--- src/hw/rpmrx_pkg.sv ---
`default_nettype none
package rpmrx_pkg;
	// ==========================================================
	// phy control register layout
	localparam int unsigned SUBMODE_BIT   = 2;
	localparam int unsigned MODSEL_BIT    = 3;
	localparam int unsigned ALTSPEC_BIT   = 4;
	localparam int unsigned SCRAM_BIT     = 5;
	localparam int unsigned SAFE_BIT      = 7;
	localparam int unsigned RATE_LSB      = 0;
	localparam logic [7:0]  PHY_CTRL_RST  = 8'h20;
	// ==========================================================
	// symbol periods in ns and derived cycle counts at 200 MHz
	localparam int unsigned CLK_NS        = 5;
	localparam int unsigned SYM_BPSK20_NS = 50000;
	localparam int unsigned SYM_BPSK40_NS = 25000;
	localparam int unsigned SYM_QLOW_NS   = 40000;
	localparam int unsigned SYM_QHIGH_NS  = 16000;
	localparam logic [15:0] SYM_BPSK20    = 16'((SYM_BPSK20_NS + CLK_NS - 1) / CLK_NS);
	localparam logic [15:0] SYM_BPSK40    = 16'((SYM_BPSK40_NS + CLK_NS - 1) / CLK_NS);
	localparam logic [15:0] SYM_QLOW      = 16'((SYM_QLOW_NS + CLK_NS - 1) / CLK_NS);
	localparam logic [15:0] SYM_QHIGH     = 16'((SYM_QHIGH_NS + CLK_NS - 1) / CLK_NS);
	// ==========================================================
	// timing in symbol periods
	localparam logic [3:0]  ACK_STD_SYM   = 4'hc;
	localparam logic [3:0]  ACK_LOW_SYM   = 4'h2;
	localparam logic [3:0]  ACK_HIGH_SYM  = 4'h3;
	localparam logic [3:0]  ED_AUTO_SYM   = 4'h2;
	localparam logic [3:0]  ED_STD_SYM    = 4'h8;
	// ==========================================================
	// state commands and status codes
	localparam logic [4:0]  CMD_NOP       = 5'h00;
	localparam logic [4:0]  CMD_RX_ON     = 5'h06;
	localparam logic [4:0]  CMD_TRANSCEIVER_OFF_STATE   = 5'h08;
	localparam logic [4:0]  CMD_PLL_ON    = 5'h09;
	localparam logic [4:0]  CMD_AACK_ON   = 5'h16;
	localparam logic [4:0]  ST_OFF        = 5'h08;
	localparam logic [4:0]  ST_PLL        = 5'h09;
	localparam logic [4:0]  ST_RX         = 5'h06;
	localparam logic [4:0]  ST_BUSY       = 5'h01;
	localparam logic [4:0]  ST_AACK       = 5'h16;
	localparam logic [4:0]  ST_AACK_BUSY  = 5'h11;
	// ==========================================================
	// host apb register offsets
	localparam logic [7:0]  A_PHY_CTRL    = 8'h00;
	localparam logic [7:0]  A_SYNC        = 8'h04;
	localparam logic [7:0]  A_EXT         = 8'h08;
	localparam logic [7:0]  A_CMD         = 8'h0c;
	localparam logic [7:0]  A_STATUS      = 8'h10;
	localparam logic [7:0]  A_TIMING      = 8'h14;
	localparam logic [7:0]  A_RXINFO      = 8'h18;
	localparam logic [7:0]  A_RELEASE     = 8'h1c;
	localparam int unsigned PDT_LSB       = 0;
	localparam int unsigned PDT_DIS_BIT   = 7;
	localparam int unsigned ACKT_BIT      = 2;
	localparam int unsigned HR_BIT        = 31;
	localparam int unsigned CS_BIT        = 30;
	// high rate: qpsk with nonzero rate field
	typedef enum logic [1:0] {RPMRX_M_BPSK, RPMRX_M_QLOW, RPMRX_M_QHIGH} rpmrx_family_t;
	typedef enum logic [2:0] {
		RPMRX_OFF  = 3'b000,
		RPMRX_PLL  = 3'b001,
		RPMRX_LSN  = 3'b011,
		RPMRX_BUSY = 3'b010,
		RPMRX_HOLD = 3'b110
	} rpmrx_state_t;
endpackage : rpmrx_pkg
`default_nettype wire

--- src/hw/rpmrx_if.sv ---
`default_nettype none
interface rpmrx_if;
	// control plane
	logic [7:0] phy_control_reg;
	logic [7:0] receiver_sync_reg;
	logic [7:0] extended_mode_control_reg;
	logic [4:0] state_command_field;
	logic       cmd_strobe;
	logic [4:0] transceiver_status_field;
	// timing and mode reports
	logic [15:0] symbol_cycles;
	logic [3:0]  ack_symbols;
	logic [3:0]  ed_auto_symbols;
	logic        high_rate;
	logic        scramble_on;
	logic        cs_cca_allowed;
	logic [2:0]  psdu_code_div;
	// frame read path
	logic        frame_select_n;
	logic [23:0] rx_info;
	logic        rx_info_valid;
	modport dev  (input phy_control_reg, receiver_sync_reg, extended_mode_control_reg, state_command_field,
		cmd_strobe, frame_select_n, output transceiver_status_field, symbol_cycles, ack_symbols,
		ed_auto_symbols, high_rate, scramble_on, cs_cca_allowed, psdu_code_div, rx_info, rx_info_valid);
	modport host (output phy_control_reg, receiver_sync_reg, extended_mode_control_reg, state_command_field,
		cmd_strobe, frame_select_n, input transceiver_status_field, symbol_cycles, ack_symbols,
		ed_auto_symbols, high_rate, scramble_on, cs_cca_allowed, psdu_code_div, rx_info, rx_info_valid);
endinterface : rpmrx_if
`default_nettype wire

--- src/hw/rpmrx_mode_decode.sv ---
`default_nettype none
// ==========================================================
// mode decoder: family, rates, timing in symbols
module rpmrx_mode_decode (
	// configuration
	input  wire logic [7:0]  phy_ctrl,
	input  wire logic        reduced_ack_time_bit,
	// decoded
	output logic [15:0] sym_cycles,
	output logic [3:0]  ack_sym,
	output logic [3:0]  ed_sym,
	output logic        high_rate,
	output logic        scramble,
	output logic [2:0]  code_div
);
	logic [1:0] rate;
	logic       modsel;
	logic       submode;
	assign rate    = phy_ctrl[rpmrx_pkg::RATE_LSB +: 2];
	assign modsel  = phy_ctrl[rpmrx_pkg::MODSEL_BIT];
	assign submode = phy_ctrl[rpmrx_pkg::SUBMODE_BIT];
	// period depends only on base mode, never on the rate field
	always_comb
	begin
		if (!modsel)
			sym_cycles = submode ? rpmrx_pkg::SYM_BPSK40 : rpmrx_pkg::SYM_BPSK20;
		else
			sym_cycles = submode ? rpmrx_pkg::SYM_QHIGH : rpmrx_pkg::SYM_QLOW;
		high_rate = modsel && (rate != 2'h0);
		// header stays at base rate; divider applies only to psdu
		code_div  = !high_rate ? 3'h1 : ((rate == 2'h2) ? 3'h4 : 3'h2);
		scramble  = high_rate && rate[1] && !rate[0] && phy_ctrl[rpmrx_pkg::SCRAM_BIT];
		if (high_rate && reduced_ack_time_bit)
			ack_sym = submode ? rpmrx_pkg::ACK_HIGH_SYM : rpmrx_pkg::ACK_LOW_SYM;
		else
			ack_sym = rpmrx_pkg::ACK_STD_SYM;
		ed_sym = high_rate ? rpmrx_pkg::ED_AUTO_SYM : rpmrx_pkg::ED_STD_SYM;
	end
endmodule : rpmrx_mode_decode
`default_nettype wire

--- src/hw/rpmrx_device.sv ---
// Added by the designer: the APB register port and the register addresses.
`default_nettype none
// Operation
// - mode chosen from phy control bits
// - host goes off before mode change
// - bpsk symbol periods 50 and 25 us
// - qpsk symbol periods 40 and 16 us
// - high rate uses base symbol period
// - low chip rate gives 200/400 kb/s
// - high chip rate gives 500/1000 kb/s
// - header at base rate, psdu fast
// - reduced ack two or three symbols
// - standard ack twelve symbols
// - weak frames below threshold ignored
// - scrambling at 400/1000 unless disabled
// - auto energy detect two symbols at high rate
// - no carrier sense cca at high rate
// - host discards lqi at high rate
// - sfd moves listen to busy
// - frame end returns to listening
// - lqi ed status appended on read
// - listen command from off or pll
// - auto ack listen only from pll
// - safe mode holds until select high
// - protection only on good fcs
module rpmrx_device (
	// clock and reset
	input  wire logic       pclk,
	input  wire logic       presetn,
	// host side
	rpmrx_if.dev            hif,
	// radio peer frame events
	input  wire logic       sfd_found,
	input  wire logic [7:0] frame_rssi,
	input  wire logic       frame_done,
	input  wire logic       fcs_ok,
	input  wire logic [7:0] frame_lqi,
	input  wire logic [7:0] frame_ed,
	// demodulator controls
	output logic            demod_enable,
	output logic            buffer_protected
);
	rpmrx_pkg::rpmrx_state_t state;
	rpmrx_pkg::rpmrx_state_t next_state;
	logic                    aack;
	logic                    next_aack;
	logic [23:0]             info;
	logic [23:0]             next_info;
	logic                    info_valid;
	logic                    next_info_valid;
	logic                    prot;
	logic                    next_prot;
	logic                    sel_seen;
	logic                    next_sel_seen;
	logic                    pdt_dis;
	logic                    sync_ok;
	logic                    go_off;
	logic                    go_pll;
	logic                    frame_end;

	// command decode shared by the state and protection groups
	function automatic logic cmd_hit(input logic stb, input logic [4:0] field, input logic [4:0] code);
		return stb && (field == code);
	endfunction : cmd_hit

	// ==========================================================
	// mode decode
	rpmrx_mode_decode rpmrx_mode_decode_inst (
		.phy_ctrl             (hif.phy_control_reg),
		.reduced_ack_time_bit (hif.extended_mode_control_reg[rpmrx_pkg::ACKT_BIT]),
		.sym_cycles           (hif.symbol_cycles),
		.ack_sym              (hif.ack_symbols),
		.ed_sym               (hif.ed_auto_symbols),
		.high_rate            (hif.high_rate),
		.scramble             (hif.scramble_on),
		.code_div             (hif.psdu_code_div)
	);
	assign hif.cs_cca_allowed = !hif.high_rate;

	// ==========================================================
	// receive state machine
	assign pdt_dis = hif.receiver_sync_reg[rpmrx_pkg::PDT_DIS_BIT];
	// unsigned compare; threshold zero lets every frame through
	assign sync_ok = sfd_found && !pdt_dis && !prot &&
		(frame_rssi >= {1'b0, hif.receiver_sync_reg[6:0]});
	// pll on is refused mid frame so it cannot cut a reception short; off still can
	assign go_off    = cmd_hit(hif.cmd_strobe, hif.state_command_field, rpmrx_pkg::CMD_TRANSCEIVER_OFF_STATE);
	assign go_pll    = cmd_hit(hif.cmd_strobe, hif.state_command_field, rpmrx_pkg::CMD_PLL_ON) &&
		(state != rpmrx_pkg::RPMRX_BUSY);
	assign frame_end = frame_done && (state == rpmrx_pkg::RPMRX_BUSY);

	// next state, command handling and frame bookkeeping
	always_comb
	begin
		next_state      = state;
		next_aack       = aack;
		next_info       = info;
		next_info_valid = info_valid;
		if (go_off)
			next_state = rpmrx_pkg::RPMRX_OFF;
		else if (go_pll)
			next_state = rpmrx_pkg::RPMRX_PLL;
		else
		begin
			case (state)
				rpmrx_pkg::RPMRX_OFF, rpmrx_pkg::RPMRX_PLL:
				begin
					if (cmd_hit(hif.cmd_strobe, hif.state_command_field, rpmrx_pkg::CMD_RX_ON))
					begin
						next_state = rpmrx_pkg::RPMRX_LSN;
						next_aack  = 1'b0;
					end
					else if (cmd_hit(hif.cmd_strobe, hif.state_command_field, rpmrx_pkg::CMD_AACK_ON) &&
						state == rpmrx_pkg::RPMRX_PLL)
					begin
						next_state = rpmrx_pkg::RPMRX_LSN;
						next_aack  = 1'b1;
					end
				end
				rpmrx_pkg::RPMRX_LSN:
					if (sync_ok)
						next_state = rpmrx_pkg::RPMRX_BUSY;
				rpmrx_pkg::RPMRX_BUSY:
					if (frame_done)
					begin
						next_state      = rpmrx_pkg::RPMRX_LSN;
						next_info       = {frame_lqi, frame_ed, 7'h00, fcs_ok};
						next_info_valid = 1'b1;
					end
				default:
					next_state = rpmrx_pkg::RPMRX_OFF;
			endcase
		end
	end

	// state registers
	always_ff @(posedge pclk or negedge presetn)
	begin
		if (!presetn)
		begin
			state      <= rpmrx_pkg::RPMRX_OFF;
			aack       <= 1'b0;
			info       <= 24'h000000;
			info_valid <= 1'b0;
		end
		else
		begin
			state      <= next_state;
			aack       <= next_aack;
			info       <= next_info;
			info_valid <= next_info_valid;
		end
	end

	// ==========================================================
	// dynamic buffer protection and upload tracking
	// a held frame is freed by off or pll, or once select went low and back high
	always_comb
	begin
		next_prot     = prot;
		next_sel_seen = sel_seen;
		if (go_off || go_pll)
		begin
			next_prot     = 1'b0;
			next_sel_seen = 1'b0;
		end
		else if (frame_end)
		begin
			// only a good frame is worth holding against overwrite
			next_prot     = hif.phy_control_reg[rpmrx_pkg::SAFE_BIT] && fcs_ok;
			next_sel_seen = 1'b0;
		end
		else if (prot && !hif.frame_select_n)
			next_sel_seen = 1'b1;
		else if (prot && sel_seen)
		begin
			next_prot     = 1'b0;
			next_sel_seen = 1'b0;
		end
	end

	// protection registers
	always_ff @(posedge pclk or negedge presetn)
	begin
		if (!presetn)
		begin
			prot     <= 1'b0;
			sel_seen <= 1'b0;
		end
		else
		begin
			prot     <= next_prot;
			sel_seen <= next_sel_seen;
		end
	end

	// ==========================================================
	// status outputs
	always_comb
	begin
		case (state)
			rpmrx_pkg::RPMRX_OFF:  hif.transceiver_status_field = rpmrx_pkg::ST_OFF;
			rpmrx_pkg::RPMRX_PLL:  hif.transceiver_status_field = rpmrx_pkg::ST_PLL;
			rpmrx_pkg::RPMRX_LSN:  hif.transceiver_status_field = aack ? rpmrx_pkg::ST_AACK : rpmrx_pkg::ST_RX;
			rpmrx_pkg::RPMRX_BUSY: hif.transceiver_status_field = aack ? rpmrx_pkg::ST_AACK_BUSY : rpmrx_pkg::ST_BUSY;
			default:               hif.transceiver_status_field = rpmrx_pkg::ST_OFF;
		endcase
	end
	assign hif.rx_info          = info;
	assign hif.rx_info_valid    = info_valid;
	assign demod_enable         = (state == rpmrx_pkg::RPMRX_BUSY);
	assign buffer_protected     = prot;
endmodule : rpmrx_device
`default_nettype wire

--- src/flat_wrapper.sv ---
// flat-port wrapper written by rule: the top's interface ports become plain ports
module rpmrx_device_flat 
  (pclk, presetn, sfd_found, frame_rssi, frame_done, fcs_ok, frame_lqi, frame_ed, demod_enable, buffer_protected, hif_phy_control_reg, hif_receiver_sync_reg, hif_extended_mode_control_reg, hif_state_command_field, hif_cmd_strobe, hif_frame_select_n, hif_transceiver_status_field, hif_symbol_cycles, hif_ack_symbols, hif_ed_auto_symbols, hif_high_rate, hif_scramble_on, hif_cs_cca_allowed, hif_psdu_code_div, hif_rx_info, hif_rx_info_valid);
  rpmrx_if hif_i ();
  input  wire logic pclk;
  input  wire logic presetn;
  input  wire logic sfd_found;
  input  wire logic [7:0] frame_rssi;
  input  wire logic frame_done;
  input  wire logic fcs_ok;
  input  wire logic [7:0] frame_lqi;
  input  wire logic [7:0] frame_ed;
  output logic demod_enable;
  output logic buffer_protected;
  input wire logic [$bits(hif_i.phy_control_reg)-1:0] hif_phy_control_reg;
  input wire logic [$bits(hif_i.receiver_sync_reg)-1:0] hif_receiver_sync_reg;
  input wire logic [$bits(hif_i.extended_mode_control_reg)-1:0] hif_extended_mode_control_reg;
  input wire logic [$bits(hif_i.state_command_field)-1:0] hif_state_command_field;
  input wire logic [$bits(hif_i.cmd_strobe)-1:0] hif_cmd_strobe;
  input wire logic [$bits(hif_i.frame_select_n)-1:0] hif_frame_select_n;
  output wire logic [$bits(hif_i.transceiver_status_field)-1:0] hif_transceiver_status_field;
  output wire logic [$bits(hif_i.symbol_cycles)-1:0] hif_symbol_cycles;
  output wire logic [$bits(hif_i.ack_symbols)-1:0] hif_ack_symbols;
  output wire logic [$bits(hif_i.ed_auto_symbols)-1:0] hif_ed_auto_symbols;
  output wire logic [$bits(hif_i.high_rate)-1:0] hif_high_rate;
  output wire logic [$bits(hif_i.scramble_on)-1:0] hif_scramble_on;
  output wire logic [$bits(hif_i.cs_cca_allowed)-1:0] hif_cs_cca_allowed;
  output wire logic [$bits(hif_i.psdu_code_div)-1:0] hif_psdu_code_div;
  output wire logic [$bits(hif_i.rx_info)-1:0] hif_rx_info;
  output wire logic [$bits(hif_i.rx_info_valid)-1:0] hif_rx_info_valid;
  assign hif_i.phy_control_reg = hif_phy_control_reg;
  assign hif_i.receiver_sync_reg = hif_receiver_sync_reg;
  assign hif_i.extended_mode_control_reg = hif_extended_mode_control_reg;
  assign hif_i.state_command_field = hif_state_command_field;
  assign hif_i.cmd_strobe = hif_cmd_strobe;
  assign hif_i.frame_select_n = hif_frame_select_n;
  assign hif_transceiver_status_field = hif_i.transceiver_status_field;
  assign hif_symbol_cycles = hif_i.symbol_cycles;
  assign hif_ack_symbols = hif_i.ack_symbols;
  assign hif_ed_auto_symbols = hif_i.ed_auto_symbols;
  assign hif_high_rate = hif_i.high_rate;
  assign hif_scramble_on = hif_i.scramble_on;
  assign hif_cs_cca_allowed = hif_i.cs_cca_allowed;
  assign hif_psdu_code_div = hif_i.psdu_code_div;
  assign hif_rx_info = hif_i.rx_info;
  assign hif_rx_info_valid = hif_i.rx_info_valid;
  rpmrx_device u_core (.pclk(pclk), .presetn(presetn), .hif(hif_i), .sfd_found(sfd_found), .frame_rssi(frame_rssi), .frame_done(frame_done), .fcs_ok(fcs_ok), .frame_lqi(frame_lqi), .frame_ed(frame_ed), .demod_enable(demod_enable), .buffer_protected(buffer_protected));
endmodule
--- config.mk ---
export PLATFORM = sky130hd
export DESIGN_NAME = rpmrx_device_flat
export DESIGN_NICKNAME = d
export VERILOG_FILES = /design/src/hw/rpmrx_pkg.sv /design/src/hw/rpmrx_if.sv /design/src/hw/rpmrx_mode_decode.sv /design/src/hw/rpmrx_device.sv /design/src/flat_wrapper.sv
export SDC_FILE = /design/constraint.sdc
export NUM_CORES = 1
export LEC_CHECK = 0
export ABC_AREA = 0
export BUFFER_PORTS_ARGS = -buffer_cell sky130_fd_sc_hd__buf_2
export CAP_MARGIN = 20
export CORE_UTILIZATION = 40
export DETAILED_ROUTE_END_ITERATION = 6
export GPL_TIMING_DRIVEN = 0
export PLACE_DENSITY = 0.81
export SKIP_LAST_GASP = 1
export SYNTH_ARGS = -nofsm -noshare
export SYNTH_HDL_FRONTEND = slang
export SYNTH_SLANG_ARGS = --single-unit
--- constraint.sdc ---
create_clock -name pclk -period 2 [get_ports pclk]
set_clock_uncertainty 0.05 [all_clocks]
set_input_delay 0.4 -clock pclk [delete_from_list [all_inputs] [get_ports pclk]]
set_output_delay 0.4 -clock pclk [all_outputs]
set_load 0.02 [all_outputs]
[Word level (Yosys, flattened, before mapping)]
Index checks and enable logic that the tools add are counted.
Storage, ports and cells
  register bits: 24
  bits in latches: 0
  RAM bits: 0
  memory bits (read-only): 0
  input port bits: 60
  output and inout bits: 62
  memories kept: 0
Cells by class
  add/sub/neg operators: 0
  multipliers: 0
  divide/modulo/power cells: 0
  $lt $le $gt $ge: 1
  equality and inequality tests: 13
  shift operators: 0
  muxes and demuxes: 27
  bitwise operators: 2
  reduce and logical (&&, ||, !) cells: 34
Operator list (number)
  2-to-1 mux 14 bit: 2
  2-to-1 mux 3 bit: 8
  logical AND 1 bit: 18
  one-hot mux 5 bit (3 select lines): 1
  2-to-1 mux 13 bit: 1
  equality test 5 x 4 -> 1 bit (second input constant): 2
  2-to-1 mux 1 bit: 10
  2-to-1 mux 5 bit: 2
  one-hot mux 3 bit (3 select lines): 1
  greater-or-equal comparator 8 x 7 -> 1 bit: 1
  2-to-1 mux 4 bit: 2
  AND reduction 4 bit: 2
  equality test 3 x 2 -> 1 bit (second input constant): 2
  equality test 5 x 3 -> 1 bit (second input constant): 1
  equality test 5 bit (second input constant): 1
  logical NOT 1 bit: 5
  != test 5 x 1 -> 1 bit (second input constant): 1
  != test 4 x 1 -> 1 bit (second input constant): 1
  != test 4 x 2 -> 1 bit (second input constant): 1
  nonzero test 2 bit: 2
  nonzero test 4 bit: 1
  equality test 3 x 1 -> 1 bit (second input constant): 1
  logical NOT 3 bit: 1
  != test 3 x 1 -> 1 bit (second input constant): 1
  other kinds (8): 9

[Longest topological paths before layout]
  depth in word-level cells: 8
  gate-level depth with buffers: 7

[Cells and area by module]
From an unflattened synthesis, not the netlist that was laid out.
Second synthesis, totals
  cells, all modules: 152
  area total of the unflattened synthesis: 1635.3 µm²
Modules (own cells, without submodules)
  rpmrx_device: instances 1, cells each 118, area each 1367.6 µm²
  rpmrx_mode_decode: instances 1, cells each 34, area each 267.8 µm²

[Least setup slack after synthesis]
OpenSTA, ideal clock, no wires.
  path kind: input port to output port
  from: in hif_phy_control_reg[1]
  to: out hif_ack_symbols[3]
  arrival: 1.852 ns
  setup slack: -0.302 ns
  stages: 4
  cells stage by stage: o21ai_0 inv_1 nand2_1 buf_4
Between the ends
  word-level cells in the longest chain between the ends: 4
RTL lines
  start, declared: line flat_wrapper.sv:15  | input wire logic [$bits(hif_i.phy_control_reg)-1:0] hif_phy_control_reg;
  nonzero test 2 bit: line rpmrx_mode_decode.sv:29  | high_rate = modsel && (rate != 2'h0);
  logical AND 1 bit: line rpmrx_mode_decode.sv:29
  via hif_high_rate: line flat_wrapper.sv:25  | output wire logic [$bits(hif_i.high_rate)-1:0] hif_high_rate;
  logical AND 1 bit: line rpmrx_mode_decode.sv:33  | if (high_rate && reduced_ack_time_bit)
  2-to-1 mux 4 bit: line rpmrx_mode_decode.sv:33
  end, declared: line flat_wrapper.sv:23  | output wire logic [$bits(hif_i.ack_symbols)-1:0] hif_ack_symbols;
The timed path passes the listed nets, and every way through them passes these cells.

[Worst setup path after layout]
  from: reg u_core.state[1]
  to: reg u_core.state[0]
Between the ends
  word-level cells in the longest chain between the ends: 5
RTL lines
  start, declared: line rpmrx_device.sv:43  | rpmrx_pkg::rpmrx_state_t state;
  start signal, assigned: line rpmrx_device.sv:141  | state <= rpmrx_pkg::RPMRX_OFF;
  start signal, assigned: line rpmrx_device.sv:148  | state <= next_state;
  equality test 3 x 1 -> 1 bit / logical NOT 3 bit (equally long branches): line rpmrx_device.sv:105, rpmrx_device.sv:114
  OR reduction 2 bit: line rpmrx_device.sv:105  | case (state)
  one-hot mux 3 bit (3 select lines): line rpmrx_device.sv:105
  2-to-1 mux 3 bit: line rpmrx_device.sv:101  | else if (go_pll)
  2-to-1 mux 3 bit: line rpmrx_device.sv:99  | if (go_off)
Parallel ways exist; a longest one is shown, timed or not.
A chain may end at the register's enable or synchronous reset.

==> impl_metrics.env <==
export IMPL_max_slew_margin_rel=0.659
export IMPL_start_util=0.432
export IMPL_synth_seq_cells=23
export IMPL_synth_top_cell_area_share=0.353
export IMPL_grt_max_degree=24
export IMPL_fin_cells=315
export IMPL_final_core_util=0.611
export IMPL_yosys_warnings=0
export IMPL_timing_final_crit_share=0.955
export IMPL_gp_congestion=0.765
export IMPL_seq_power_share=0.334
export IMPL_ctsHoldBuffers=0
export IMPL_postSynthAreaPerCell_sq_um=10.7
export IMPL_routed_wl_um=3340
export IMPL_grt_pass1_wl_um=5380
export IMPL_worst_endpoint_arrival_ns=2.02
export IMPL_dp_cells=311
export IMPL_fp_dieH_um=65.8
export IMPL_io_pins=122
export IMPL_synth_main_ff_cell="dfrtp_1"
export IMPL_ys_seq_area_frac=0.353
export IMPL_start_kind="flop"
export IMPL_intPower_mw=1.45
export IMPL_setup_viol=0
export IMPL_cts_buffers=3
export IMPL_p_sw_mw=0.999
export IMPL_yosysMostFrequentCell="buf_4"
export IMPL_finalCriticalPeriod_ns=1.91
export IMPL_vias=1388
export IMPL_hold_ws_ns=0.0501
export IMPL_grtUsageTotal=0.160
export IMPL_area_growth_pct=41.4
export IMPL_cp_end_kind="flop"
export IMPL_die_x_um=65.8
export IMPL_rsz0062_at_grt="yes"
export IMPL_via_per_inst=4.41
export IMPL_cp_max_fo=5
export IMPL_p_comb_frac=0.551
export IMPL_htree_levels=1
export IMPL_path_delay_family="compound AO/OA/AOI/OAI gates"
export IMPL_r2r_slack_ns=0.09
export IMPL_p_leak_nw=1.32
export IMPL_cts_clk_slew_worst_paths_ns=0.08
export IMPL_crit_buf_inv=2
export IMPL_netlist_instances=152
export IMPL_overflow=0
export IMPL_crit_path_top_delay_cell="dfrtp_2"
export IMPL_clockRootBuffer="clkbuf_8"
export IMPL_syn_area_sq_um=1630
export IMPL_synth_edff_count=0
export IMPL_slew_viol_final=0
export IMPL_wl_per_cell_um=10.6
export IMPL_dieArea_sq_um=4330
export IMPL_drive_above_1_share=0.596
export IMPL_hold_path_class="primary input to asynchronous set/reset pin"
export IMPL_critPathKind="flop to flop"
export IMPL_cpMostUsedCell="inv_1"
export IMPL_antenna_left=0
export IMPL_pwr_share_clk=0.116
export IMPL_diodes=0
export IMPL_ys_types=35
export IMPL_final_hold_viol_count=0
export IMPL_synth_common_cells="buf_4, dfrtp_1, ha_1, inv_1, mux2_2"
export IMPL_clock_latency_ns=0.26
export IMPL_cts_tree="built"
export IMPL_ir_drop_mv=0.629
export IMPL_drt_pass1_iter_count=4
export IMPL_yosysTopAreaCell="dfrtp_1"
export IMPL_worstPathCellList="inv_1 -> ha_1 -> inv_1 -> a211o_1 -> a32oi_2 -> o21ai_0 -> a31o_2"
export IMPL_grt_pass1_vias=1303
export IMPL_tightest_slew_ns=0.511
export IMPL_required_ns=2.11
export IMPL_powerDensity_nw_per_um2=1060
export IMPL_io_buffers=97
export IMPL_cts_sinks=23
export IMPL_ys_top_cells_by_area="dfrtp_1, ha_1, buf_4, mux2_4, mux2_2"
export IMPL_drt_iter0_drc=29
export IMPL_p_total_mw=2.45
export IMPL_async_reset_ff_frac=1.00
export IMPL_drc=0
export IMPL_reg2reg_depth=7
export IMPL_antenna_found_initial=0
export IMPL_nNetsFinal=346
export IMPL_p_sw_frac=0.408
export IMPL_status="finished, final reports clean"
export IMPL_rows=22
export IMPL_slowest_delay_ns=0.45
export IMPL_core_area_sq_um=3770
export IMPL_fmax_ghz=0.523
export IMPL_reg2reg_to="u_core.state[0]$_DFFE_PN0P_"
export IMPL_cap_violations=0
export IMPL_cts_max_path_buffers=2
export IMPL_place_hpwl_um=2790
export IMPL_worstReg2RegStart="u_core.state[1]$_DFFE_PN0P_"
## how the worst max path moves through the flow
stage	startpoint	endpoint	slack, ns	cells past startpoint
2_1_floorplan	u_core.state[0]$_DFFE_PN0P_	hif_transceiver_status_field[4]	0.09	4
3_3_place_gp	hif_receiver_sync_reg[0]	u_core.state[1]$_DFFE_PN0P_	-0.14	7
3_5_place_dp	hif_receiver_sync_reg[0]	u_core.state[1]$_DFFE_PN0P_	-0.25	7
4_1_cts	u_core.state[0]$_DFFE_PN0P_	hif_transceiver_status_field[4]	0.03	5
5_1_grt	u_core.state[1]$_DFFE_PN0P_	u_core.state[0]$_DFFE_PN0P_	-0.03	7
6_report	u_core.state[1]$_DFFE_PN0P_	u_core.state[0]$_DFFE_PN0P_	0.09	7
## cells by family after synthesis
| family | count (synthesis) | share of synthesized area |
|---|---|---|
| AOI/OAI and AO/OA | 17 | 0.0737 |
| buffers and inverters | 44 | 0.171 |
| DFF | 23 | 0.353 |
| and+or+nand+nor | 31 | 0.120 |
| other | 1 | 0.00230 |
| adders and majority gates | 18 | 0.138 |
| muxes | 18 | 0.142 |
## final cells by class
cell class,instances,area (sq um)
sequential,23,577
clock buffer,3,41.3
inverter,18,67.6
clock inverter,1,5.00
fill,325,1470
buffer,26,211
tap,48,60.1
timing repair buffer,97,485
multi-input combinational,99,858
## timing repair
item                       CTS  global route
gates resized for setup      2             5
setup buffers                0             0
setup endpoints to repair    2             4
## stage by stage
| stage | setup WS, ns | area [sq um] | TNS, ns |
|---|---|---|---|
| 2_1_floorplan | 0.0901 | 1690 | 0 |
| 3_3_place_gp | -0.145 | 2230 | -0.145 |
| 3_5_place_dp | -0.250 | 2230 | -0.316 |
| 4_1_cts | 0.0288 | 2280 | 0 |
| 5_1_grt | -0.0313 | 2310 | -0.0313 |
| 6_report | 0.0894 | 2310 | 0 |
## registers in the layout, indices dropped and copies added (netlist names)
signal,cells
u_core.sel_seen,1
u_core.aack,1
u_core.buffer_protected,1
u_core.hif.rx_info_valid,1
u_core.hif.rx_info,17
u_core.state,2
## power groups by stage
stage / Combinational [mW] / Sequential [mW] / Clock, mW
after floorplan: 0.709 / 1.04 / 0
after global placement: 1.31 / 0.805 / 0
after detailed placement: 1.33 / 0.810 / 0
after CTS: 1.34 / 0.813 / 0.297
after global routing: 1.45 / 0.850 / 0.326
final: 1.35 / 0.817 / 0.283
## per-layer routing
layer  track usage  vias to the layer above  wire length (um)
li1              -                      699                 -
met1         0.186                      627              1410
met2         0.287                       62              1660
met3        0.0362                        0               268
met4        0.0489                        0                 0
met5             0                        -                 0
## cells in the final DEF (no fill, tap or decap), drive strengths merged, types with 3 or more instances in the layout
cell type	n
conb	15
clkbuf	3
nor2	8
ha	18
mux2	17
a21oi	3
and3	3
buf	123
nand4b	3
or2	3
nand2	6
dfrtp	23
inv	18
Power figures use the tool's default switching activity.
